[config.mk]
export PLATFORM = sky130hd
export DESIGN_NAME = drive_status_warning_outputs
export DESIGN_NICKNAME = d
export VERILOG_FILES = /design/src/drive_warn_pkg.sv /design/src/detect_filter.sv /design/src/drive_status_warning_outputs.sv
export VERILOG_INCLUDE_DIRS = /design/src
export SDC_FILE = /design/constraint.sdc
export NUM_CORES = 1
export LEC_CHECK = 0
export CAP_MARGIN = 20
export CELL_PAD_IN_SITES_DETAIL_PLACEMENT = 1
export CELL_PAD_IN_SITES_GLOBAL_PLACEMENT = 1
export CORE_MARGIN = 1
export CORE_UTILIZATION = 45
export CTS_BUF_LIST = sky130_fd_sc_hd__clkbuf_4 sky130_fd_sc_hd__clkbuf_8 sky130_fd_sc_hd__clkbuf_16
export DETAILED_ROUTE_END_ITERATION = 12
export DONT_BUFFER_PORTS = 1
export GPL_TIMING_DRIVEN = 0
export PLACE_DENSITY_LB_ADDON = 0.3
export SYNTH_ARGS = -nofsm -noshare
export SYNTH_HDL_FRONTEND = slang
export SYNTH_SLANG_ARGS = --single-unit
[constraint.sdc]
create_clock -name pclk -period 2.9 [get_ports pclk]
set_input_delay 0.145 -clock pclk [delete_from_list [all_inputs] [get_ports pclk]]
set_output_delay 0.145 -clock pclk [all_outputs]
set_load 0.01 [all_outputs]
[src/drive_warn_defs.svh]
/*
  offsets, function and trip codes, reset values and timing counts for the
  drive status warning block.
  assumes a 125 MHz pclk and an apb register bus with 32-bit data.
*/
`ifndef DRIVE_WARN_DEFS_SVH
`define DRIVE_WARN_DEFS_SVH

// ----------------------------------------------------------------
// register byte offsets
// ----------------------------------------------------------------
`define OFF_TERM_SEL     12'h000
`define OFF_TERM_ACT     12'h004
`define OFF_MODE         12'h008
`define OFF_LEVEL_ONE    12'h00c
`define OFF_LEVEL_TWO    12'h010
`define OFF_LOW_LEVEL    12'h014
`define OFF_FILTER       12'h018
`define OFF_STATUS       12'h01c
`define OFF_IRQ_STAT     12'h020
`define OFF_IRQ_EN       12'h024
`define OFF_IRQ_CLR      12'h028
`define OFF_TRIP         12'h02c

// ----------------------------------------------------------------
// function codes
// ----------------------------------------------------------------
`define FN_OVERLOAD_ONE  8'h03
`define FN_ALARM         8'h05
`define FN_OVERLOAD_TWO  8'h1a
`define FN_LOW_CURRENT   8'h2b
`define FN_MAJOR         8'h35

// ----------------------------------------------------------------
// trip codes and reset values
// ----------------------------------------------------------------
`define TRIP_NONE        8'h00
`define TRIP_MEMORY      8'h08
`define TRIP_PROCESSOR   8'h0b
`define TRIP_GROUND      8'h0e
`define TRIP_POWER_DRV   8'h1e
`define RST_TERM_SEL     24'h050000
`define RST_TERM_ACT     3'h4
`define LEVEL_MAX        9'h0c8
`define FILTER_MAX       14'h270f

// ----------------------------------------------------------------
// timing
// ----------------------------------------------------------------
`define CLK_MHZ          125
`define FILTER_UNIT_US   1000
`define TICKS_PER_MS     (`CLK_MHZ * `FILTER_UNIT_US)

`endif

[src/drive_warn_pkg.sv]
/*
  types shared by the drive status warning block.
  assumes the defs header is compiled alongside.
*/
`default_nettype none

package drive_warn_pkg;

  // one current detection comparator input
  typedef struct packed {
    logic [8:0] current;   // output current, hundredths of rated
    logic       running;
    logic       at_speed;  // output frequency equals command
  } drive_meas_s;

  // the four warning flags
  typedef struct packed {
    logic major;
    logic low;
    logic warn_two;
    logic warn_one;
  } warn_flags_s;

endpackage : drive_warn_pkg

`default_nettype wire

[src/detect_filter.sv]
/*
  debounce for one current detection: the flag follows the raw
  comparison only after it has held for the programmed time.
  assumes a millisecond tick on the same clock.
*/
`timescale 1ns/100ps
`default_nettype none

module detect_filter (
  input  wire logic        pclk,
  input  wire logic        presetn,
  input  wire logic        ms_tick,
  input  wire logic [13:0] filter_ms,
  input  wire logic        raw,
  output var  logic        flag_r
);

  logic [13:0] held_r;

  // ----------------------------------------------------------------
  // hold counter; zero filter time updates at once
  // ----------------------------------------------------------------
  always_ff @(posedge pclk or negedge presetn) begin
    if (!presetn) begin
      held_r <= 14'h0000;
      flag_r <= 1'b0;
    end else if (raw == flag_r) begin
      held_r <= 14'h0000;
    end else if (filter_ms == 14'h0000) begin
      flag_r <= raw;
    end else if (ms_tick) begin
      if (held_r + 14'h0001 >= filter_ms) begin
        flag_r <= raw;
        held_r <= 14'h0000;
      end else begin
        held_r <= held_r + 14'h0001;
      end
    end
  end

endmodule : detect_filter

`default_nettype wire

[src/drive_status_warning_outputs.sv]
/*
  status and warning outputs of a motor drive: major failure latch,
  two overload warnings, low current flag, three terminal selectors
  with active state, registers over apb and a level interrupt.
  assumes current, run and trip inputs come from logic on pclk.
*/
// The register addresses and the APB register port were decided locally.
`timescale 1ns/100ps
`default_nettype none
`include "drive_warn_defs.svh"

// Functional notes
// - three terminals each driven by selected function
// - code 53 routes major failure flag
// - major failure only for four listed trips
// - major trip stays latched through reset request
// - warning one when current exceeds level one
// - code 03 warning one, 26 warning two
// - overload mode 00 running, 01 constant speed
// - levels programmable 0.00 to 2.00 rated
// - one filter time 0 to 9999 ms
// - code 43 low flag at or below level
// - low mode 00 running, 01 constant speed
// - active state 00 open, 01 inverted closed
module drive_status_warning_outputs
  import drive_warn_pkg::*;
(
  input  wire logic        pclk,
  input  wire logic        presetn,
  input  wire logic        psel,
  input  wire logic        penable,
  input  wire logic        pwrite,
  input  wire logic [11:0] paddr,
  input  wire logic [31:0] pwdata,
  output var  logic [31:0] prdata,
  output var  logic        pready,
  output var  logic        pslverr,
  input  wire drive_meas_s meas,
  input  wire logic        trip_valid,
  input  wire logic [7:0]  trip_code,
  input  wire logic        trip_reset_req,
  output var  logic [2:0]  terminal_out,
  output var  logic        irq
);

  // ----------------------------------------------------------------
  // helpers
  // ----------------------------------------------------------------
  // major failure class of a trip code
  function automatic logic is_major(input logic [7:0] code);
    is_major = (code == `TRIP_MEMORY) || (code == `TRIP_PROCESSOR) ||
               (code == `TRIP_GROUND) || (code == `TRIP_POWER_DRV);
  endfunction : is_major

  // clamp a level to the 2.00 times rated ceiling
  function automatic logic [8:0] clamp_level(input logic [31:0] v);
    clamp_level = (v[15:0] > {7'h00, `LEVEL_MAX}) ? `LEVEL_MAX : v[8:0];
  endfunction : clamp_level

  // signal named by a function code
  // unknown codes read as inactive
  function automatic logic pick(input logic [7:0] fn,
                                input warn_flags_s f,
                                input logic alarm);
    case (fn)
      `FN_OVERLOAD_ONE: pick = f.warn_one;
      `FN_OVERLOAD_TWO: pick = f.warn_two;
      `FN_LOW_CURRENT:  pick = f.low;
      `FN_MAJOR:        pick = f.major;
      `FN_ALARM:        pick = alarm;
      default:          pick = 1'b0;
    endcase
  endfunction : pick

  // ----------------------------------------------------------------
  // registers
  // ----------------------------------------------------------------
  logic [23:0] term_sel_r;     // terminal_a, terminal_b, relay selects
  logic [2:0]  term_act_r;     // active states, bit per terminal
  logic        ovl_mode_r;     // overload_mode_select
  logic        low_mode_r;     // low_current_mode_select
  logic [8:0]  level_one_r;
  logic [8:0]  level_two_r;
  logic [8:0]  low_level_r;
  logic [13:0] filter_r;
  logic [3:0]  irq_stat_r;
  logic [3:0]  irq_en_r;
  logic [7:0]  trip_r;
  logic        trip_major_r;
  logic [16:0] tick_cnt_r;
  logic        ms_tick_r;
  warn_flags_s flags;
  warn_flags_s flags_d_r;
  logic        wr_en;
  logic        rd_en;
  logic        addr_ok;
  logic        eval_ovl;
  logic        eval_low;

  // ----------------------------------------------------------------
  // apb decode
  // ----------------------------------------------------------------
  // access phase strobes; the slave never inserts wait states
  assign wr_en  = psel && penable && pwrite;
  assign rd_en  = psel && penable && !pwrite;
  assign pready = 1'b1;

  // address decode for mapped words
  always_comb begin
    case (paddr)
      `OFF_TERM_SEL, `OFF_TERM_ACT, `OFF_MODE, `OFF_LEVEL_ONE,
      `OFF_LEVEL_TWO, `OFF_LOW_LEVEL, `OFF_FILTER, `OFF_STATUS,
      `OFF_IRQ_STAT, `OFF_IRQ_EN, `OFF_IRQ_CLR, `OFF_TRIP:
        addr_ok = 1'b1;
      default: addr_ok = 1'b0;
    endcase
  end

  // unmapped words are refused in the access phase only
  assign pslverr = (wr_en || rd_en) && !addr_ok;

  // ----------------------------------------------------------------
  // configuration writes
  // ----------------------------------------------------------------
  // software settings; levels and filter clamp to their ceilings
  // on pwdata[15:0] only, so a write with higher bits set is truncated, not clamped
  always_ff @(posedge pclk or negedge presetn) begin
    if (!presetn) begin
      term_sel_r  <= `RST_TERM_SEL;
      term_act_r  <= `RST_TERM_ACT;
      ovl_mode_r  <= 1'b0;
      low_mode_r  <= 1'b0;
      level_one_r <= 9'h000;
      level_two_r <= 9'h000;
      low_level_r <= 9'h000;
      filter_r    <= 14'h0000;
      irq_en_r    <= 4'h0;
    end else if (wr_en) begin
      case (paddr)
        `OFF_TERM_SEL:  term_sel_r  <= pwdata[23:0];
        `OFF_TERM_ACT:  term_act_r  <= pwdata[2:0];
        `OFF_MODE: begin
          ovl_mode_r <= pwdata[0];
          low_mode_r <= pwdata[1];
        end
        `OFF_LEVEL_ONE: level_one_r <= clamp_level(pwdata);
        `OFF_LEVEL_TWO: level_two_r <= clamp_level(pwdata);
        `OFF_LOW_LEVEL: low_level_r <= clamp_level(pwdata);
        `OFF_FILTER: begin
          filter_r <= (pwdata[15:0] > {2'b00, `FILTER_MAX}) ?
                      `FILTER_MAX : pwdata[13:0];
        end
        `OFF_IRQ_EN:    irq_en_r    <= pwdata[3:0];
        // read-only and unmapped words ignore writes
        default: ;
      endcase
    end
  end

  // ----------------------------------------------------------------
  // read data
  // ----------------------------------------------------------------
  // loaded in the setup cycle so it stands through the access
  // phase; the clear register and unmapped words read as zero
  always_ff @(posedge pclk or negedge presetn) begin
    if (!presetn) begin
      prdata <= 32'h0000_0000;
    end else if (psel && !penable && !pwrite) begin
      case (paddr)
        `OFF_TERM_SEL:  prdata <= {8'h00, term_sel_r};
        `OFF_TERM_ACT:  prdata <= {29'h0, term_act_r};
        `OFF_MODE:      prdata <= {30'h0, low_mode_r, ovl_mode_r};
        `OFF_LEVEL_ONE: prdata <= {23'h0, level_one_r};
        `OFF_LEVEL_TWO: prdata <= {23'h0, level_two_r};
        `OFF_LOW_LEVEL: prdata <= {23'h0, low_level_r};
        `OFF_FILTER:    prdata <= {18'h0, filter_r};
        `OFF_STATUS:    prdata <= {25'h0, terminal_out, flags};
        `OFF_IRQ_STAT:  prdata <= {28'h0, irq_stat_r};
        `OFF_IRQ_EN:    prdata <= {28'h0, irq_en_r};
        `OFF_TRIP:      prdata <= {23'h0, trip_major_r, trip_r};
        default:        prdata <= 32'h0000_0000;
      endcase
    end
  end

  // ----------------------------------------------------------------
  // trip latch
  // ----------------------------------------------------------------
  // a new trip is held; reset requests release only ordinary trips
  // a latched major trip also blocks newer codes, so its cause
  // stays readable until presetn; ordinary trips are replaced
  always_ff @(posedge pclk or negedge presetn) begin
    if (!presetn) begin
      trip_r       <= `TRIP_NONE;
      trip_major_r <= 1'b0;
    end else if (trip_valid && !trip_major_r) begin
      trip_r       <= trip_code;
      trip_major_r <= is_major(trip_code);
    end else if (trip_reset_req && !trip_major_r) begin
      trip_r       <= `TRIP_NONE;
    end
  end

  assign flags.major = trip_major_r;

  // ----------------------------------------------------------------
  // millisecond tick for the filter
  // ----------------------------------------------------------------
  // free running divider, so a filter time of n ms waits between
  // n-1 and n ms after the comparison settles
  always_ff @(posedge pclk or negedge presetn) begin
    if (!presetn) begin
      tick_cnt_r <= 17'h00000;
      ms_tick_r  <= 1'b0;
    end else if (tick_cnt_r == 17'(`TICKS_PER_MS - 1)) begin
      tick_cnt_r <= 17'h00000;
      ms_tick_r  <= 1'b1;
    end else begin
      tick_cnt_r <= tick_cnt_r + 17'h00001;
      ms_tick_r  <= 1'b0;
    end
  end

  // ----------------------------------------------------------------
  // current detections
  // ----------------------------------------------------------------
  // constant speed is running with no ramp in progress;
  // mode 01 restricts a detection to constant speed
  assign eval_ovl = meas.running &&
                    (!ovl_mode_r || meas.at_speed);
  assign eval_low = meas.running &&
                    (!low_mode_r || meas.at_speed);

  // both overload comparators share the overload mode gate
  detect_filter u_filt_one (
    .pclk      (pclk),
    .presetn   (presetn),
    .ms_tick   (ms_tick_r),
    .filter_ms (filter_r),
    .raw       (eval_ovl && (meas.current > level_one_r)),
    .flag_r    (flags.warn_one)
  );

  // second warning compares against its own threshold
  detect_filter u_filt_two (
    .pclk      (pclk),
    .presetn   (presetn),
    .ms_tick   (ms_tick_r),
    .filter_ms (filter_r),
    .raw       (eval_ovl && (meas.current > level_two_r)),
    .flag_r    (flags.warn_two)
  );

  // low current detection includes the level itself
  detect_filter u_filt_low (
    .pclk      (pclk),
    .presetn   (presetn),
    .ms_tick   (ms_tick_r),
    .filter_ms (filter_r),
    .raw       (eval_low && (meas.current <= low_level_r)),
    .flag_r    (flags.low)
  );

  // ----------------------------------------------------------------
  // terminal outputs
  // ----------------------------------------------------------------
  // each terminal picks its signal, then its active state inverts
  // it; an unknown code gives the inactive contact level
  always_ff @(posedge pclk or negedge presetn) begin
    if (!presetn) begin
      terminal_out <= 3'h0;
    end else begin
      for (int i = 0; i < 3; i++) begin
        terminal_out[i] <= pick(term_sel_r[i*8 +: 8], flags,
                                trip_r != `TRIP_NONE)
                           ^ term_act_r[i];
      end
    end
  end

  // ----------------------------------------------------------------
  // interrupts: rising flags set sticky bits, set wins over clear
  // ----------------------------------------------------------------
  always_ff @(posedge pclk or negedge presetn) begin
    if (!presetn) begin
      flags_d_r  <= '0;
      irq_stat_r <= 4'h0;
    end else begin
      flags_d_r  <= flags;
      irq_stat_r <= (irq_stat_r &
                     ~((wr_en && paddr == `OFF_IRQ_CLR) ?
                       pwdata[3:0] : 4'h0)) |
                    (flags & ~flags_d_r);
    end
  end

  // a clear in the cycle of a new rising edge loses, so no event
  // is dropped; the level follows any enabled standing bit
  assign irq = |(irq_stat_r & irq_en_r);

endmodule : drive_status_warning_outputs

`default_nettype wire

# Word level (Yosys, flattened, before mapping)
# Cells that the tools add are included.
word_totals:
  elab_cells: 173
  in_bits: 70
  register_bits: 189
op_classes:
  magnitude_cmp: 8
  addsub: 4
  mux: 33
  eq_ne: 37
  reduce_logical: 53
  n_bitwise: 12
ops:
  columns: ["operator", "n"]
  rows:
  - ["$pmux 24 s11", 1]
  - ["$mux 14", 13]
  - ["$eq 12x5->1 const B", 4]
  - ["$eq 12x6->1 const B", 4]
  - ["$eq 8x6->1 const B", 6]
  - ["$add 14x1->14 const B", 3]
  - ["$ge 14x14->1", 3]
  - ["$eq 8x5->1 const B", 4]
  - ["$eq 12x4->1 const B", 2]
  - ["$eq 8x2->1 const B", 3]
  - ["$eq 8x3->1 const B", 3]
  - ["$eq 8x4->1 const B", 3]
  - ["$reduce_and 2->1", 11]
  - ["$gt 9x9->1", 2]
  - ["$add 17x1->17 const B", 1]
  - ["$eq 17x17->1 const B", 1]
  - ["$mux 17", 1]
  - ["$gt 16x14->1 const B", 1]
  - ["$gt 16x8->1 const B", 1]
  - ["$mux 8", 2]
  - ["$reduce_bool 2->1", 8]
  - ["$pmux 1 s5", 3]
  - ["$logic_and 1x1->1", 14]
  - ["$logic_not 14->1", 1]
  - ["other kinds (20)", 52]

# Longest topological paths before layout
depth:
  ltp_word: 7
  mapped_depth: 13

# By module
# Synthesis repeated with hierarchy kept, for this count alone.
hier_totals:
  cells_unflattened: 1216
  area_unflattened_um2: 11398.4
by_module_without_submodules:
  columns: ["module", "instances", "seq_area_each_um2", "cells_per_inst", "area_per_inst_um2"]
  rows:
  - ["drive_status_warning_outputs", 1, 3407.0, 709, 7273.2]
  - ["detect_filter", 3, 375.4, 169, 1375.1]

# Worst setup path before layout
# Ideal clock, no wire load.
synth_timing:
  kind: "register to register"
  start: "reg u_filt_one.held_r[0]"
  end: "reg u_filt_one.flag_r"
  t_arrival_ns: 2.879
  path_buffers: 0
  path_stages_with_launch: 12
  setup_time_ns: 0.125
  period_less_slack_ns: 3.004
  path_slack_ns: -0.104
  path_cell_list: "dfrtp_1 -> nand3_1 -> nor3_1 -> nand3_1 -> xnor2_1 -> ha_1 -> a21o_1 -> a21o_1 -> a221o_1 -> a21oi_1 -> o21ai_0 -> mux2_2"
synth_via:
  elab_chain_cells: 4
synth_lines:
  columns: ["element", "line", "source"]
  rows:
  - ["from (decl)", "detect_filter.sv:18", "logic [13:0] held_r;"]
  - ["from (signal assigned)", "detect_filter.sv:36", "held_r <= held_r + 14'h0001;"]
  - ["$add 14x1->14", "detect_filter.sv:32", "if (held_r + 14'h0001 >= filter_ms) begin"]
  - ["$ge 14x14->1", "detect_filter.sv:32", null]
  - ["$reduce_bool 2->1 (no source line)", null, null]
  - ["$reduce_and 3->1 (no source line)", null, null]
  - ["to (signal assigned)", "detect_filter.sv:30", "flag_r <= raw;"]
  - ["to (signal assigned)", "detect_filter.sv:33", "flag_r <= raw;"]
  - ["to (decl)", "detect_filter.sv:15", "output var logic flag_r"]
# Every way passes these cells.
# A chain may end at the register's enable or synchronous reset.

# Worst setup path after layout
layout_timing:
  start: "reg u_filt_two.held_r[0]"
  end: "reg u_filt_two.flag_r"
layout_via:
  elab_chain_cells: 4
layout_lines:
  columns: ["element", "line"]
  rows:
  - ["from (decl)", "detect_filter.sv:18"]
  - ["from (signal assigned)", "detect_filter.sv:36"]
  - ["$add 14x1->14", "detect_filter.sv:32"]
  - ["$ge 14x14->1", "detect_filter.sv:32"]
  - ["$reduce_bool 2->1 (no source line)", null]
  - ["$reduce_and 3->1 (no source line)", null]
  - ["to (signal assigned)", "detect_filter.sv:30"]
  - ["to (signal assigned)", "detect_filter.sv:33"]
  - ["to (decl)", "detect_filter.sv:15"]
# Every way passes these cells.

==> out/results.tsv <==
stage	metric	value	unit
finish	fin_cells	1541	
synthesis	ys_seq_area_frac	0.427	
synthesis	synthArstFlopShare	1.00	
synthesis	synthCells	1115	
timing	min_period_over_period	1.06	
timing	setup_viol	19	
timing	fin_ws	-173	ps
grt	grt_pass1_vias	9349	
worst_setup_path	path_max_fanout	5	
worst_setup_path	rr_startpoint	u_filt_two.held_r[0]	
worst_setup_path	cp.required	3190	ps
worst_setup_path	r2r_cells	12	
grt	grt_pass1_wl	52900	um
clock_tree	clock_latency	450	ps
clock_tree	root_buffer	clkbuf_16	
synthesis	synth_edf_count	0	
outcome	status	finished, violations left	
pwr	p_total	5.30	mW
finish	drive_gt1_frac	0.192	
routing	wl_per_cell	23.3	um
worst_setup_path	r2r-end	u_filt_two.flag_r	
clock_tree	path_clk_slew	80	ps
routing	ant_nets	0	
timing	fin_skew	18.7	ps
worst_setup_path	timing.reg2reg.setup_slack	-170	ps
floorplanning	die_x	156	um
timing	fin_crit	3070	ps
timing	fmax	0.325	GHz
timing	rsz0062_at_grt	true	
clock_tree	htree_levels	4	
place	placed_area	0.0110	sq mm
clock_tree	cts_num_sinks	181	
grt	antenna_found_initial	1	
clock_tree	cts_made_buffers	17	
worst_setup_path	cp-start-kind	flip-flop	
routing	drtIter0Drc	786	
floorplanning	num_rows	55	
pwr	total_leakage_power	5.78	nW
synthesis	yosys_most_used_dff	dfrtp_1	
synthesis	postSynthAreaPerCell	9.53	sq um
hold_path	hold_class	primary input to asynchronous set/reset pin	
timing	finalMaxSlewViolations	0	
routing	routed_wl	35900	um
floorplanning	die_y	156	um
floorplanning	die_area	0.0242	sq mm
grt	grt_overflow_total	0	
run	drv_cap	0	
synthesis	yosys_register_bits	181	
routing	drc	0	
timing	holdWs	-609	ps
floorplanning	core	0.0229	sq mm
finish	fin_area	0.0128	sq mm
worst_setup_path	crit_arrival	3370	ps
timing	tightest_slew	748	ps
place	port_buffers	0	
synthesis	synth_cell_type_count	72	
pwr	power.density	414	mW/mm^2
routing	viasPerCell	6.06	
place	place.gp.congestion	0.879	
timing	maxSlewHeadroom	0.497	
routing	vias	9345	
grt	grt_max_degree	182	
place	dp.cells	1435	
outcome	violations	negative hold slack, negative setup slack	
clock_tree	clk_path_buf_depth	2	
finish	area_growth	20.5	%
timing	hold_viol_final	181	
floorplanning	start_util	0.464	
synthesis	yosysWarnings	0	
place	hpwl	23200	um
worst_setup_path	crit_type	flip-flop to flip-flop	
clock_tree	tritoncts	done	
worst_setup_path	end_kind	flip-flop	
finish	nNetsFinal	1357	
clock_tree	cts_hold_buf	33	
routing	dr.pass1.iters	6	
grt	groute.usage.overall	0.286	
finish	fillers	2530	
synthesis	synth_area	0.0106	sq mm
pwr	ir_worst_vdd	0.267	mV
floorplanning	io_pins	108	
==> where the power goes <==
group,switching (mW),total [mW],internal [mW]
clock network,1.20,2.38,1.17
logic,0.186,0.321,0.135
registers,0.0413,2.61,2.56
total,1.43,5.30,3.87
==> what timing repair did <==
action,4_1_cts,5_1_grt
gates resized for setup,42,78
setup buffers,12,29
hold endpoints to repair,256,181
pin swaps,7,54
endpoints found under the setup margin,45,45
==> Yosys cell counts, drive strengths merged (14+ instances only) <==
master,count,area share
dfrtp,178,0.42
nand2,124,0.044
nor2,104,0.038
ha,73,0.086
o21ai,62,0.029
nand3,60,0.029
inv,57,0.020
xnor2,43,0.035
a21oi,42,0.020
nor3,41,0.020
xor2,39,0.032
mux2,33,0.035
clkbuf,25,0.0088
buf,22,0.013
a22oi,21,0.015
a21o,19,0.013
nand4,14,0.0082
==> cell usage in the layout (no fill, tap or decap), types with 9 or more instances in the layout <==
master / synthesis / final
a21oi_1: 42 / 34
mux2_2: 33 / 33
a22o_1: 10 / 10
ha_1: 73 / 69
xnor2_1: 43 / 36
nand3b_1: 9 / 9
inv_1: 57 / 57
a21o_1: 19 / 19
clkbuf_1: 25 / 20
nand2_1: 124 / 124
nor3_2: 1 / 14
clkbuf_16: 0 / 17
dlygate4sd3_1: 0 / 33
nor2_1: 101 / 94
nor2b_1: 11 / 11
nand3_1: 59 / 44
o21ai_0: 61 / 55
a22oi_1: 21 / 18
xor2_1: 39 / 38
dfrtp_2: 0 / 13
buf_4: 11 / 47
conb_1: 2 / 9
nand4_1: 14 / 14
nor3_1: 40 / 25
dfrtp_1: 178 / 165
==> stage by stage <==
step / hold slack (ps) / utilization / worst slack (ps) / setup TNS (ps)
finish: -609 / 0.559 / -173 / -1780
global route: -629 / 0.559 / -241 / -4960
global placement: -146 / 0.482 / -620 / -18520
CTS: -616 / 0.534 / 7.56 / 0
detailed placement: -145 / 0.482 / -718 / -21620
floorplan: -151 / - / 17.8 / 0
==> how the worst max path moves through the flow <==
stage                                     from                     to
after detailed placement  u_filt_low.held_r[0]  u_filt_low.held_r[10]
after CTS                 u_filt_one.held_r[6]   u_filt_one.held_r[0]
final                     u_filt_two.held_r[0]      u_filt_two.flag_r
after floorplan           u_filt_one.held_r[0]      u_filt_one.flag_r
after global routing      u_filt_two.held_r[0]      u_filt_two.flag_r
after global placement    u_filt_low.held_r[0]  u_filt_low.held_r[13]
==> per-layer routing <==
| layer | part of all wire | up-vias | GRT usage |
|---|---|---|---|
| met4 | 0.025 | 0 | 0.0864 |
| met1 | 0.42 | 4792 | 0.369 |
| met3 | 0.057 | 70 | 0.0519 |
| li1 | - | 4142 | - |
| met2 | 0.49 | 341 | 0.488 |
| met5 | 0 | - | 0 |
==> registers in the layout, indices dropped and copies added, names as in the netlist, 3 cells and up <==
name,count
u_filt_two.held_r,14
irq_en_r,4
filter_r,14
tick_cnt_r,17
terminal_out,3
flags_d_r,4
term_act_r,3
level_two_r,9
u_filt_one.held_r,14
trip_r,8
level_one_r,9
u_filt_low.held_r,14
prdata,24
term_sel_r,24
irq_stat_r,4
low_level_r,9
==> cells by family (layout without fill, tap and decap cells) <==
logic type               count (synthesis)  count (layout)  synth area share
multiplexers                            46              46            0.0555
buffers and inverters                  104             209            0.0416
XOR/XNOR                                82              82            0.0676
other                                    2              10          0.000707
adder cells (fa/ha/maj)                 73              73            0.0860
AO/OA/AOI/OAI                          209             209             0.129
flip-flops                             181             181             0.427
AND/OR/NAND/NOR                        418             418             0.193
==> worst max-delay path, stage by stage (launching register included) <==
cell      delay (ps)
dfrtp_1          490
buf_6            160
nand3_4          100
nor3_4           370
nand4_1          220
xnor2_1          370
ha_1             310
nand4_1          100
a21oi_2           50
a221oi_4         340
buf_6            190
o21ai_2           70
mux2i_1          130
==> cell type report <==
| type | instances | area, sq um | area share |
|---|---|---|---|
| buffer | 46 | 238 | 0.0186 |
| antenna | 1 | 2.50 | 0.000195 |
| clock inverter | 14 | 163 | 0.0127 |
| inverter | 57 | 214 | 0.0167 |
| sequential | 181 | 4550 | 0.355 |
| tap | 313 | 392 | 0.0306 |
| clock buffer | 18 | 433 | 0.0338 |
| multi-input combinational | 837 | 6150 | 0.481 |
| timing repair buffer | 74 | 657 | 0.0513 |
Power figures use the tool's default switching activity.
